===== config.mk =====
export PLATFORM = sky130hd
export DESIGN_NAME = sxoc_ctrl
export DESIGN_NICKNAME = d
export VERILOG_FILES = /design/src/hdl/sxoc_ctrl.v
export VERILOG_INCLUDE_DIRS = /design/src /design/src/hdl
export SDC_FILE = /design/constraint.sdc
export NUM_CORES = 1
export LEC_CHECK = 0
export ABC_CLOCK_PERIOD_IN_PS = 1400
export BUFFER_PORTS_ARGS = -buffer_cell sky130_fd_sc_hd__clkbuf_2
export CELL_PAD_IN_SITES_DETAIL_PLACEMENT = 0
export CELL_PAD_IN_SITES_GLOBAL_PLACEMENT = 1
export CORE_MARGIN = 2
export CORE_UTILIZATION = 37
export DETAILED_ROUTE_END_ITERATION = 7
export PLACE_DENSITY_LB_ADDON = 0.1
export SLEW_MARGIN = 40
export SYNTH_ARGS = -nofsm -noshare
export SYNTH_HDL_FRONTEND = slang
export SYNTH_SLANG_ARGS = --single-unit

===== constraint.sdc =====
create_clock -name clk_i -period 1.4 [get_ports clk_i]
set_input_delay 0.35 -clock clk_i [delete_from_list [all_inputs] [get_ports clk_i]]
set_output_delay 0.35 -clock clk_i [all_outputs]
set_load 0.01 [all_outputs]

===== src/hdl/sxoc_defines.vh =====
// constants for the slow crystal oscillator controller
// assumes a 10 MHz system clock and a separate power-on reset input
`ifndef SXOC_DEFINES_VH
`define SXOC_DEFINES_VH
`define SXOC_STARTUP_US 1000
`define SXOC_CLK_MHZ 10
`define SXOC_STARTUP_CYC (`SXOC_STARTUP_US * `SXOC_CLK_MHZ)
`define SXOC_CNT_W 14
`define SXOC_CNT_ONE 14'h0001
// divider: 32 source rises per 1.024 kHz period, so toggle after 16
`define SXOC_DIV_W 4
`define SXOC_DIV_ONE 4'h1
`define SXOC_KHZ_DIV 4'hf
// lost-source watchdog, a few slow-clock periods of system cycles
`define SXOC_WDG_W 11
`define SXOC_WDG_ONE 11'h001
`define SXOC_FAIL_CYC 11'h400
`define SXOC_STAT_W 2
`define SXOC_STAT_READY 0
`define SXOC_STAT_FAIL 1
`define SXOC_ST_OFF 2'h0
`define SXOC_ST_START 2'h1
`define SXOC_ST_RUN 2'h2
`endif


===== src/hdl/sxoc_ctrl.v =====
// slow crystal oscillator controller: config, pin takeover, gated outputs, status
// assumes osc_clk_i is the analog oscillator output already sampled into clk_i domain
`timescale 1ns/1ps
`default_nettype none
`include "sxoc_defines.vh"
module sxoc_ctrl #(
   parameter [13:0] STARTUP_CYC = `SXOC_STARTUP_CYC
) (
   input wire clk_i,
   input wire srst_i,
   input wire por_i,
   input wire cfg_wr_i,
   input wire enable_i,
   input wire crystal_select_i,
   input wire full_rate_out_en_i,
   input wire khz_out_en_i,
   input wire run_in_standby_i,
   input wire on_request_run_i,
   input wire config_lock_i,
   input wire standby_i,
   input wire clk_request_i,
   input wire [1:0] irq_en_i,
   input wire [1:0] stat_clr_i,
   input wire osc_clk_i,
   input wire slow_osc_in_pin_i,
   output wire slow_osc_in_pin_oe_n_o,
   output wire slow_osc_out_pin_o,
   output wire slow_osc_out_pin_oe_n_o,
   output wire in_pin_owned_o,
   output wire out_pin_owned_o,
   output wire osc_running_o,
   output wire xtal_drive_o,
   output wire ext_path_en_o,
   output reg full_rate_clk_o,
   output reg khz_clk_o,
   output wire config_locked_o,
   output wire [1:0] status_o,
   output wire irq_o,
   output wire wake_o
);
   // configuration registers, one per control bit
   reg enable_ff;
   reg xtal_ff;
   reg en32_ff;
   reg khz_out_en_ff;
   reg stdby_ff;
   reg ondem_ff;
   reg lock_ff;

   // start-up sequencer state
   reg [1:0] state_ff;
   reg [1:0] nxt_state;
   reg [`SXOC_CNT_W-1:0] cnt_ff;
   reg [`SXOC_CNT_W-1:0] nxt_cnt;
   reg ready_ff;
   reg nxt_ready;

   // source edge detect and the 1.024 kHz divider
   reg src_d_ff;
   reg [`SXOC_DIV_W-1:0] div_ff;
   reg khz_ff;

   // lost-source watchdog
   reg [`SXOC_WDG_W-1:0] wdg_ff;

   // sticky status flags
   reg [`SXOC_STAT_W-1:0] flag_ff;

   wire cfg_take;
   wire lock_take;
   wire run_req;
   wire src_clk;
   wire src_rise;
   wire ready_rise;
   wire wdg_expired;
   wire [`SXOC_STAT_W-1:0] stat_evt;

   // sticky flag update; an event in the clear cycle wins so none is lost
   function sxoc_sticky;
      input flag;
      input evt;
      input clr;
      begin
         sxoc_sticky = evt || (flag && !clr);
      end
   endfunction

   // output gate: only a started oscillator with its enable set passes a clock
   function sxoc_gate;
      input ready;
      input en;
      input clk;
      begin
         sxoc_gate = ready && en && clk;
      end
   endfunction

   // state decode: any state but off means the oscillator is powered
   function sxoc_is_on;
      input [1:0] st;
      begin
         sxoc_is_on = (st != `SXOC_ST_OFF);
      end
   endfunction

   // a write is taken only while the lock is open
   assign cfg_take = cfg_wr_i && !lock_ff;
   assign lock_take = cfg_take && config_lock_i;

   // lock survives system reset; only power-on reset opens it again
   always @(posedge clk_i) begin
      if (por_i) begin
         lock_ff <= 1'b0;
      end else if (lock_take) begin
         lock_ff <= 1'b1;
      end
   end

   // configuration bits; system reset returns them to off, lock or not
   always @(posedge clk_i) begin
      if (srst_i || por_i) begin
         enable_ff <= 1'b0;
         xtal_ff <= 1'b0;
         en32_ff <= 1'b0;
         khz_out_en_ff <= 1'b0;
         stdby_ff <= 1'b0;
         ondem_ff <= 1'b0;
      end else if (cfg_take) begin
         enable_ff <= enable_i;
         xtal_ff <= crystal_select_i;
         en32_ff <= full_rate_out_en_i;
         khz_out_en_ff <= khz_out_en_i;
         stdby_ff <= run_in_standby_i;
         ondem_ff <= on_request_run_i;
      end
   end

   // sleep behaviour: standby needs run_in_standby; on-request needs a consumer
   assign run_req = enable_ff &&
      (!standby_i || stdby_ff) && (!ondem_ff || clk_request_i);

   // start-up sequencer; dropping the request from any state stops at once
   always @* begin
      nxt_state = state_ff;
      case (state_ff)
         `SXOC_ST_OFF: begin
            if (run_req) begin
               nxt_state = `SXOC_ST_START;
            end
         end
         `SXOC_ST_START: begin
            if (!run_req) begin
               nxt_state = `SXOC_ST_OFF;
            end else if (cnt_ff == STARTUP_CYC) begin
               nxt_state = `SXOC_ST_RUN;
            end
         end
         `SXOC_ST_RUN: begin
            if (!run_req) begin
               nxt_state = `SXOC_ST_OFF;
            end
         end
         default: begin
            nxt_state = `SXOC_ST_OFF;
         end
      endcase
   end

   // start-up counter runs only in start, so a restart waits the full period
   always @* begin
      if (state_ff == `SXOC_ST_START) begin
         nxt_cnt = cnt_ff + `SXOC_CNT_ONE;
      end else begin
         nxt_cnt = {`SXOC_CNT_W{1'b0}};
      end
      nxt_ready = (nxt_state == `SXOC_ST_RUN);
   end

   // sequencer registers
   always @(posedge clk_i) begin
      if (srst_i || por_i) begin
         state_ff <= `SXOC_ST_OFF;
         cnt_ff <= {`SXOC_CNT_W{1'b0}};
         ready_ff <= 1'b0;
      end else begin
         state_ff <= nxt_state;
         cnt_ff <= nxt_cnt;
         ready_ff <= nxt_ready;
      end
   end

   // ready event for the status word, one cycle wide
   assign ready_rise = nxt_ready && !ready_ff;

   // pins: crystal mode owns both, external mode only the input
   assign in_pin_owned_o = enable_ff;
   assign out_pin_owned_o = enable_ff && xtal_ff;
   assign slow_osc_in_pin_oe_n_o = 1'b1; // input pin is only ever sensed
   assign slow_osc_out_pin_o = 1'b0; // crystal drive is analog, not a digital level
   assign slow_osc_out_pin_oe_n_o = 1'b1;

   // oscillator core controls
   assign osc_running_o = sxoc_is_on(state_ff);
   assign xtal_drive_o = osc_running_o && xtal_ff;
   assign ext_path_en_o = osc_running_o && !xtal_ff;
   assign src_clk = xtal_ff ? osc_clk_i : slow_osc_in_pin_i;

   // source edge detector; idle level low matches a stopped source
   assign src_rise = src_clk && !src_d_ff;
   always @(posedge clk_i) begin
      if (srst_i || por_i) begin
         src_d_ff <= 1'b0;
      end else begin
         src_d_ff <= src_clk;
      end
   end

   // 1.024 kHz: toggle every 16 source rises, one full period per 32
   always @(posedge clk_i) begin
      if (srst_i || por_i) begin
         div_ff <= {`SXOC_DIV_W{1'b0}};
         khz_ff <= 1'b0;
      end else if (src_rise && ready_ff) begin
         div_ff <= div_ff + `SXOC_DIV_ONE; // wraps after the last count
         if (div_ff == `SXOC_KHZ_DIV) begin
            khz_ff <= !khz_ff;
         end
      end
   end

   // gated outputs are registered, so a gate change lands on a clock edge but can still cut a source high phase short
   always @(posedge clk_i) begin
      if (srst_i || por_i) begin
         full_rate_clk_o <= 1'b0;
         khz_clk_o <= 1'b0;
      end else begin
         full_rate_clk_o <= sxoc_gate(ready_ff, en32_ff, src_clk);
         khz_clk_o <= sxoc_gate(ready_ff, khz_out_en_ff, khz_ff);
      end
   end

   // lost-source watchdog: armed only after start-up, since a crystal is
   // silent while it builds up; it saturates instead of wrapping
   assign wdg_expired = (wdg_ff == `SXOC_FAIL_CYC);
   always @(posedge clk_i) begin
      if (srst_i || por_i) begin
         wdg_ff <= {`SXOC_WDG_W{1'b0}};
      end else if (!ready_ff || src_rise) begin
         wdg_ff <= {`SXOC_WDG_W{1'b0}};
      end else if (!wdg_expired) begin
         wdg_ff <= wdg_ff + `SXOC_WDG_ONE;
      end
   end

   // status events gathered into one word
   assign stat_evt[`SXOC_STAT_READY] = ready_rise;
   assign stat_evt[`SXOC_STAT_FAIL] = wdg_expired;

   // sticky status; a new event wins over a same-cycle clear
   always @(posedge clk_i) begin
      if (srst_i || por_i) begin
         flag_ff <= {`SXOC_STAT_W{1'b0}};
      end else begin
         flag_ff[`SXOC_STAT_READY] <= sxoc_sticky(flag_ff[`SXOC_STAT_READY],
            stat_evt[`SXOC_STAT_READY], stat_clr_i[`SXOC_STAT_READY]);
         flag_ff[`SXOC_STAT_FAIL] <= sxoc_sticky(flag_ff[`SXOC_STAT_FAIL],
            stat_evt[`SXOC_STAT_FAIL], stat_clr_i[`SXOC_STAT_FAIL]);
      end
   end

   // status, interrupt and wake outputs
   assign config_locked_o = lock_ff;
   assign status_o = {flag_ff[`SXOC_STAT_FAIL], ready_ff};
   assign irq_o = |(flag_ff & irq_en_i);
   // wake is only meaningful in standby; elsewhere the interrupt alone serves
   assign wake_o = standby_i && irq_o;
endmodule // sxoc_ctrl
`default_nettype wire


==> metrics, run 1 <==
status=finished with violations; failing checks=negative setup slack; final hold violation count=0; mean area per synthesized cell=a little over 9 um2; Crit Path Class=flop to output port; CP startpoint=state_ff[0]; H-Tree Depth=2; I/O pin cnt=34; CP endpoint kind=output port; Rows=26; Layout Utilization=48.8%; R2R cell count=4; Max clock buf depth=2; Initial Utilization=38.4%; GRT overflow=0; Critical Path Start Type=flop; hold path cells=2; Placer Congestion=0.729; drt wl/cell=around 11 um; initial antenna violation count=0; first-pass GRT wire length=6560 um; hold endpoint=config_locked_o; Place WS=-6.66 ps; DRT iter0 DRCs=27; total wire length=3790 um; clock skew=5.05 ps; die area=5930 um2; Pwr per Cell Area=roughly 860 nW/um2; switching portion of total power=22.0%; CTS tree=done; antenna cell count=0; Max Cap Violations=0; Area Overhead vs Synth=27.2%; TritonRoute pass-1 iters=4; die span in y=77 um; Max Clk Rate=between 600 and 700 MHz; vias in the first global route=1501; critical path data required time=1050 ps; Unique masters post-synth=36; leakage=between 0.9 and 1 nW; layout cells sized above 1=a little under a third; CTS Buf Count=5; Reg power frac=59.9%; fin crit period=around 1500 ps; Worst Hold Class=primary input to flop; R2R Setup Slk=about 100 ps; residual DRC count=0; hold_buf cts=0; r2r endpoint=cnt_ff[6]; Clk pin slew, worst setup/hold paths=80 ps; # nets final=299; Cell Area, Synth=1970 um2; Final Max Slew Viols=0; core area=5140 um2; IO Port Bufs=30; Synth Register Bits=45; via count=1583; Setup WS post-layout=-116 ps; CP arrival=1170 ps; asr flop ratio synth=0%; final setup fails=3; Via-to-Cell Ratio=4.58; most frequent cells in the layout=38 x nor2_1, 38 x dfxtp_1, 28 x clkbuf_2, 28 x buf_4, 14 x xnor2_1; Post-synth EDFFs=0; VDD IR max=a little under 700 uV; post-route clock period utilization=108%; Post-DP HPWL=2850 um; final antenna-violating net count=0; combinational group share of total power=between 4 and 5%; Finished Layout Cells=346; GRT Total Usage=around 14%; Synth Flop Type=dfxtp_1; Synth Warn #=0; P_int=1.68 mW; largest net degree at the start of global routing=15; root buffer cell=clkbuf_8; HP Start=por_i; sequential element share of the synthesized area=45.7%; Crit Path Max Fanout=3; clock latency on the worst-skew pair=290 ps; cell count after synthesis=218; Clock Power Share=35.7%; chip width=77 um; R2R Path Start=cnt_ff[0]; Placed Cells=334; Net Switching=476 uW; clk sinks=45; RSZ-0062 raised after global routing=true
==> power groups by stage <==
| stage | Sequential [mW] | Combinational (mW) | Clock, mW |
|---|---|---|---|
| after global routing | 1.30 | 0.108 | 0.858 |
| after floorplan | 1.33 | 0.0500 | 0 |
| after detailed placement | 1.32 | 0.0911 | 0 |
| final | 1.29 | 0.0958 | 0.771 |
| after global placement | 1.32 | 0.0907 | 0 |
| after CTS | 1.29 | 0.0934 | 0.811 |
==> cell usage after synthesis, types with 2 or more instances <==
library cell  count  share of area, %
mux2i_1           8               4.1
a31o_2            2              0.89
inv_1            12               2.3
nor4_1            5               1.6
xor2_1            8               3.6
xnor2_1          14               6.2
nand3_1           8               2.0
nor4b_1           3               1.3
conb_1            2              0.38
or3_1             3              0.95
nand4_1           6               1.9
ha_1              5               3.2
buf_4             5               1.9
and2_2            2              0.76
dfxtp_1          45                46
and4_1            2              0.89
or2_2             2              0.63
and2_1            3              0.95
nand3b_1          2              0.76
nor2_1           38               7.2
o21ai_0           3              0.76
nand2_1           8               1.5
nor3_1            7               1.8
a21oi_1           7               1.8
nand2b_1          4               1.3
clkbuf_1          4              0.76
==> stage by stage <==
stage	TNS (ps)	hold WS, ps	power, mW	area (um2)
3_5_place_dp	-13.6	438	1.42	2340
5_1_grt	-389	263	2.26	2510
4_1_cts	-312	247	2.20	2470
6_report	-262	253	2.16	2510
3_3_place_gp	0	445	1.42	2340
2_1_floorplan	0	421	1.38	1980
==> critical path, stage by stage, from the launching register on <==
cell,delay [ps]
dfxtp_2,320
or2_4,240
and2b_2,200
buf_6,120
==> worst max-delay path by stage <==
| stage | to | cells past startpoint |
|---|---|---|
| floorplan | cnt_ff[6] | 4 |
| global placement | cnt_ff[6] | 4 |
| detailed placement | cnt_ff[8] | 4 |
| CTS | ext_path_en_o | 3 |
| global route | ext_path_en_o | 3 |
| finish | ext_path_en_o | 3 |
==> what timing repair did <==
| action | CTS | global route |
|---|---|---|
| buffers inserted | 4 | 0 |
| pin swaps | 2 | 0 |
| gates resized for setup | 7 | 11 |
| endpoints found under the setup margin | 8 | 17 |
==> flip-flops by register name, summed over array words and instances, names as in the netlist, 2 cells and up <==
register and count:
cnt_ff 14, flag_ff 2, div_ff 4, state_ff 2, wdg_ff 11
==> kinds of logic (layout without fill, tap and decap cells) <==
group / count (synthesis) / in the layout / synth area share (%)
compound gates: 15 / 15 / 4.95
xor+xnor: 22 / 22 / 9.77
fa+ha+maj: 5 / 5 / 3.17
buf+inv: 21 / 78 / 4.95
flops: 45 / 45 / 45.7
mux: 9 / 9 / 4.76
other cells: 2 / 3 / 0.381
simple gates: 99 / 99 / 26.3
==> area by class of cell <==
class	instances	area, um2
fillers	557	2630
multi-input cells	153	1010
flip-flops and latches	45	910
repair buffers	58	373
well taps	70	87.6
clock buffers	6	72.6
inverters	12	45.0
clock inverters	2	10.0
==> routing by layer <==
layer  up-vias  track usage (%)  part of all wire [%]
met5         -                0                     0
met4         0             4.82                   1.1
met3         4             3.53                   3.8
met2        21             23.4                    46
met1       722             16.9                    49
li1        836                -                     -
(Power assumes the default switching activity.)
==> inputs of run 2 (changes only) <==
--- a/config.mk
+++ b/config.mk
@@ -6,12 +6,13 @@
 export SDC_FILE = /design/constraint.sdc
 export NUM_CORES = 1
 export LEC_CHECK = 0
+export ABC_AREA = 1
 export ABC_CLOCK_PERIOD_IN_PS = 1400
 export BUFFER_PORTS_ARGS = -buffer_cell sky130_fd_sc_hd__clkbuf_2
 export CELL_PAD_IN_SITES_DETAIL_PLACEMENT = 0
 export CELL_PAD_IN_SITES_GLOBAL_PLACEMENT = 1
 export CORE_MARGIN = 2
-export CORE_UTILIZATION = 37
+export CORE_UTILIZATION = 36
 export DETAILED_ROUTE_END_ITERATION = 7
 export PLACE_DENSITY_LB_ADDON = 0.1
 export SLEW_MARGIN = 40
==> metrics, run 2 <==
mean area per synthesized cell=7.03 um2 (-22%); Worst Hold Class=primary input to flop; critical path data required time=1050 ps (about the same); switching portion of total power=20.3% (-1.8 points); most common cell after layout, fill and taps aside=nand2_1; Rows=28 (+7.7%); Synth Warn #=0 (unchanged); residual DRC count=0 (unchanged); worst hold slack=229 ps (-23.8 ps); VDD IR max=524 uV (-24%); DRT iter0 DRCs=42 (+56%); Placer Congestion=0.719 (-1.4%); CTS Buf Count=5 (unchanged); asr flop ratio synth=0% (unchanged); antenna cell count=0 (unchanged); Synth area leaders=dfxtp_1 41%, nand2_1 10%, nor2_1 9.7%, inv_1 7.0%, nand3_1 4.1%; Max clock buf depth=2 (unchanged); most frequent cells in the layout=61 x nand2_1, 56 x nor2_1, 40 x inv_1, 40 x dfxtp_1, 29 x clkbuf_2; Synth Flop Type=dfxtp_1; max FFs per register=14 (unchanged); status=finished with violations; hold path cells=2 (unchanged); Final Max Slew Viols=0 (unchanged); fin crit period=1420 ps (-94.9 ps); Critical Path Start Type=flop; Initial Utilization=37.1% (-1.3 points); via count=1880 (+19%); cell count after synthesis=312 (+43%); largest net degree at the start of global routing=15 (unchanged); initial antenna violation count=0 (unchanged); die span in y=82.1 um (+6.6%); Reg power frac=50.6% (-9.3 points); Max Clk Rate=704 MHz (+6.7%); Net Switching=518 uW (+8.9%); final antenna-violating net count=0 (unchanged); GRT overflow=0 (unchanged); CP arrival=1070 ps (-100 ps); clock skew=2.32 ps (-2.73 ps); Crit Path Class=flop to output port; Setup WS post-layout=-20.8 ps (+94.9 ps); vias in the first global route=1639 (+9.2%); root buffer cell=clkbuf_8; top cells by instance count after synthesis=61 x nand2_1, 57 x nor2_1, 45 x dfxtp_1; top-area cell type share of the netlist area=41.0% (-4.6 points); GRT Total Usage=14.4% (+0.64 points); clk sinks=45 (unchanged); chip width=82.1 um (+6.6%); failing checks=negative setup slack; die area=6740 um2 (+14%); final hold violation count=0 (unchanged); core area=5920 um2 (+15%); IO Port Bufs=30 (unchanged); CTS tree=done; TritonRoute pass-1 iters=4 (unchanged); Via-to-Cell Ratio=4.42 (-3.3%); Clock Power Share=45.5% (+9.8 points); first-pass GRT wire length=7290 um (+11%); CP endpoint kind=output port; I/O pin cnt=34 (unchanged); layout cells sized above 1=20.0% (-12 points); Pwr Total=2.56 mW (+18%); Max Cap Violations=0 (unchanged); Cell Area, Synth=2190 um2 (+11%); most common cell in the netlist=nand2_1; Post-DP HPWL=3470 um (+22%); leakage=1.06 nW (+9.3%); Area Overhead vs Synth=17.8%; RSZ-0062 raised after global routing=true; biggest regs=cnt_ff: 14 flops, wdg_ff: 11 flops, div_ff: 4 flops; sequential element share of the synthesized area=41.0% (-4.6 points); total wire length=4420 um (+17%); H-Tree Depth=2 (unchanged); Post-synth EDFFs=0 (unchanged); P_int=2.04 mW (+21%); Pwr per Cell Area=989 nW/um2 (+15%); Unique masters post-synth=29 (-19%); Biggest register=cnt_ff; Place WS=59.1 ps (+65.7 ps); dominant cell type by area after synthesis=dfxtp_1; clock latency on the worst-skew pair=290 ps (about the same); drt wl/cell=10.4 um (-4.9%); Synth Register Bits=45 (unchanged); # nets final=373 (+25%); post-route clock period utilization=101% (-6.8 points); Crit Path Max Fanout=2 (-1); combinational group share of total power=3.8% (-0.6 points); Clk pin slew, worst setup/hold paths=90 ps (about the same); R2R cell count=7 (+3); final setup fails=1 (-2)
-- run 2: changes by cell type after synthesis, sizes merged, moves of 10 or more --
cell,change
a21oi,+13
nor2,+24
inv,+35
nand3,+10
o21ai,+10
xnor2,-12
nand2,+54
-- run 2: layer usage --
metal,part of all wire [%],track usage [%]
met4,0.61,4.00
met3,2.6,4.62
met5,0,0
met2,46,22.9
met1,51,18.8
-- run 2: repair_timing --
action	CTS	global route
pin swaps	2	2
setup endpoints to repair	5	7
resized for setup	4	6
setup buffers	0	1
hold buffers	0	0
endpoints found under the hold margin	0	0
-- run 2: area by class of cell --
class / instances / area [um2]
fill: 637 / 3330
multi-input combinational: 215 / 1080
sequential: 45 / 910
timing repair buffer: 35 / 188
inverter: 47 / 176
tap: 75 / 93.8
clock buffer: 5 / 68.8
clock inverter: 3 / 65.1
-- run 2: worst paths after layout --
kind | start | endpoint | slack (ps)
min | por_i | config_locked_o | 230
max | flag_ff[0] | wake_o | -20
min reg2reg | cnt_ff[0] | cnt_ff[0] | 430
max reg2reg | cnt_ff[1] | cnt_ff[6] | 140
-- run 2: metrics by stage --
| stage | util [%] | cell area (um2) | setup TNS, ps | cells |
|---|---|---|---|---|
| final | 43.7 | 2590 | -20.8 | 425 |
| after global routing | 43.7 | 2590 | -94.3 | 425 |
| after CTS | 43.4 | 2570 | -61.5 | 424 |
| after detailed placement | 41.0 | 2430 | 0 | 416 |
| after global placement | 41.0 | 2430 | 0 | 416 |
| after floorplan | - | 2200 | 0 | 313 |
-- run 2: kinds of logic (layout without fill, tap and decap cells) --
logic type      after synthesis  count (layout)  synth area share, %
compound gates               37              37                 9.35
xor+xnor                      6               6                 2.39
fa+ha+maj                     5               5                 2.85
buf+inv                      53              90                 10.1
flops                        45              45                 41.0
other cells                   2               3                0.342
simple gates                164             164                 33.9
-- run 2: critical path, stage by stage (launching register included) --
cell	delay, ps
dfxtp_1	310
inv_1	50
o22ai_2	150
and2_1	130
buf_2	120
-- run 2: power by group through the flow --
stage | clock, mW | sequential, mW | combinational [mW]
after floorplan | 0 | 1.33 | 0.0571
after global placement | 0 | 1.33 | 0.0971
after detailed placement | 0 | 1.33 | 0.0980
after CTS | 1.20 | 1.30 | 0.0992
after global routing | 1.27 | 1.30 | 0.112
final | 1.16 | 1.30 | 0.0978
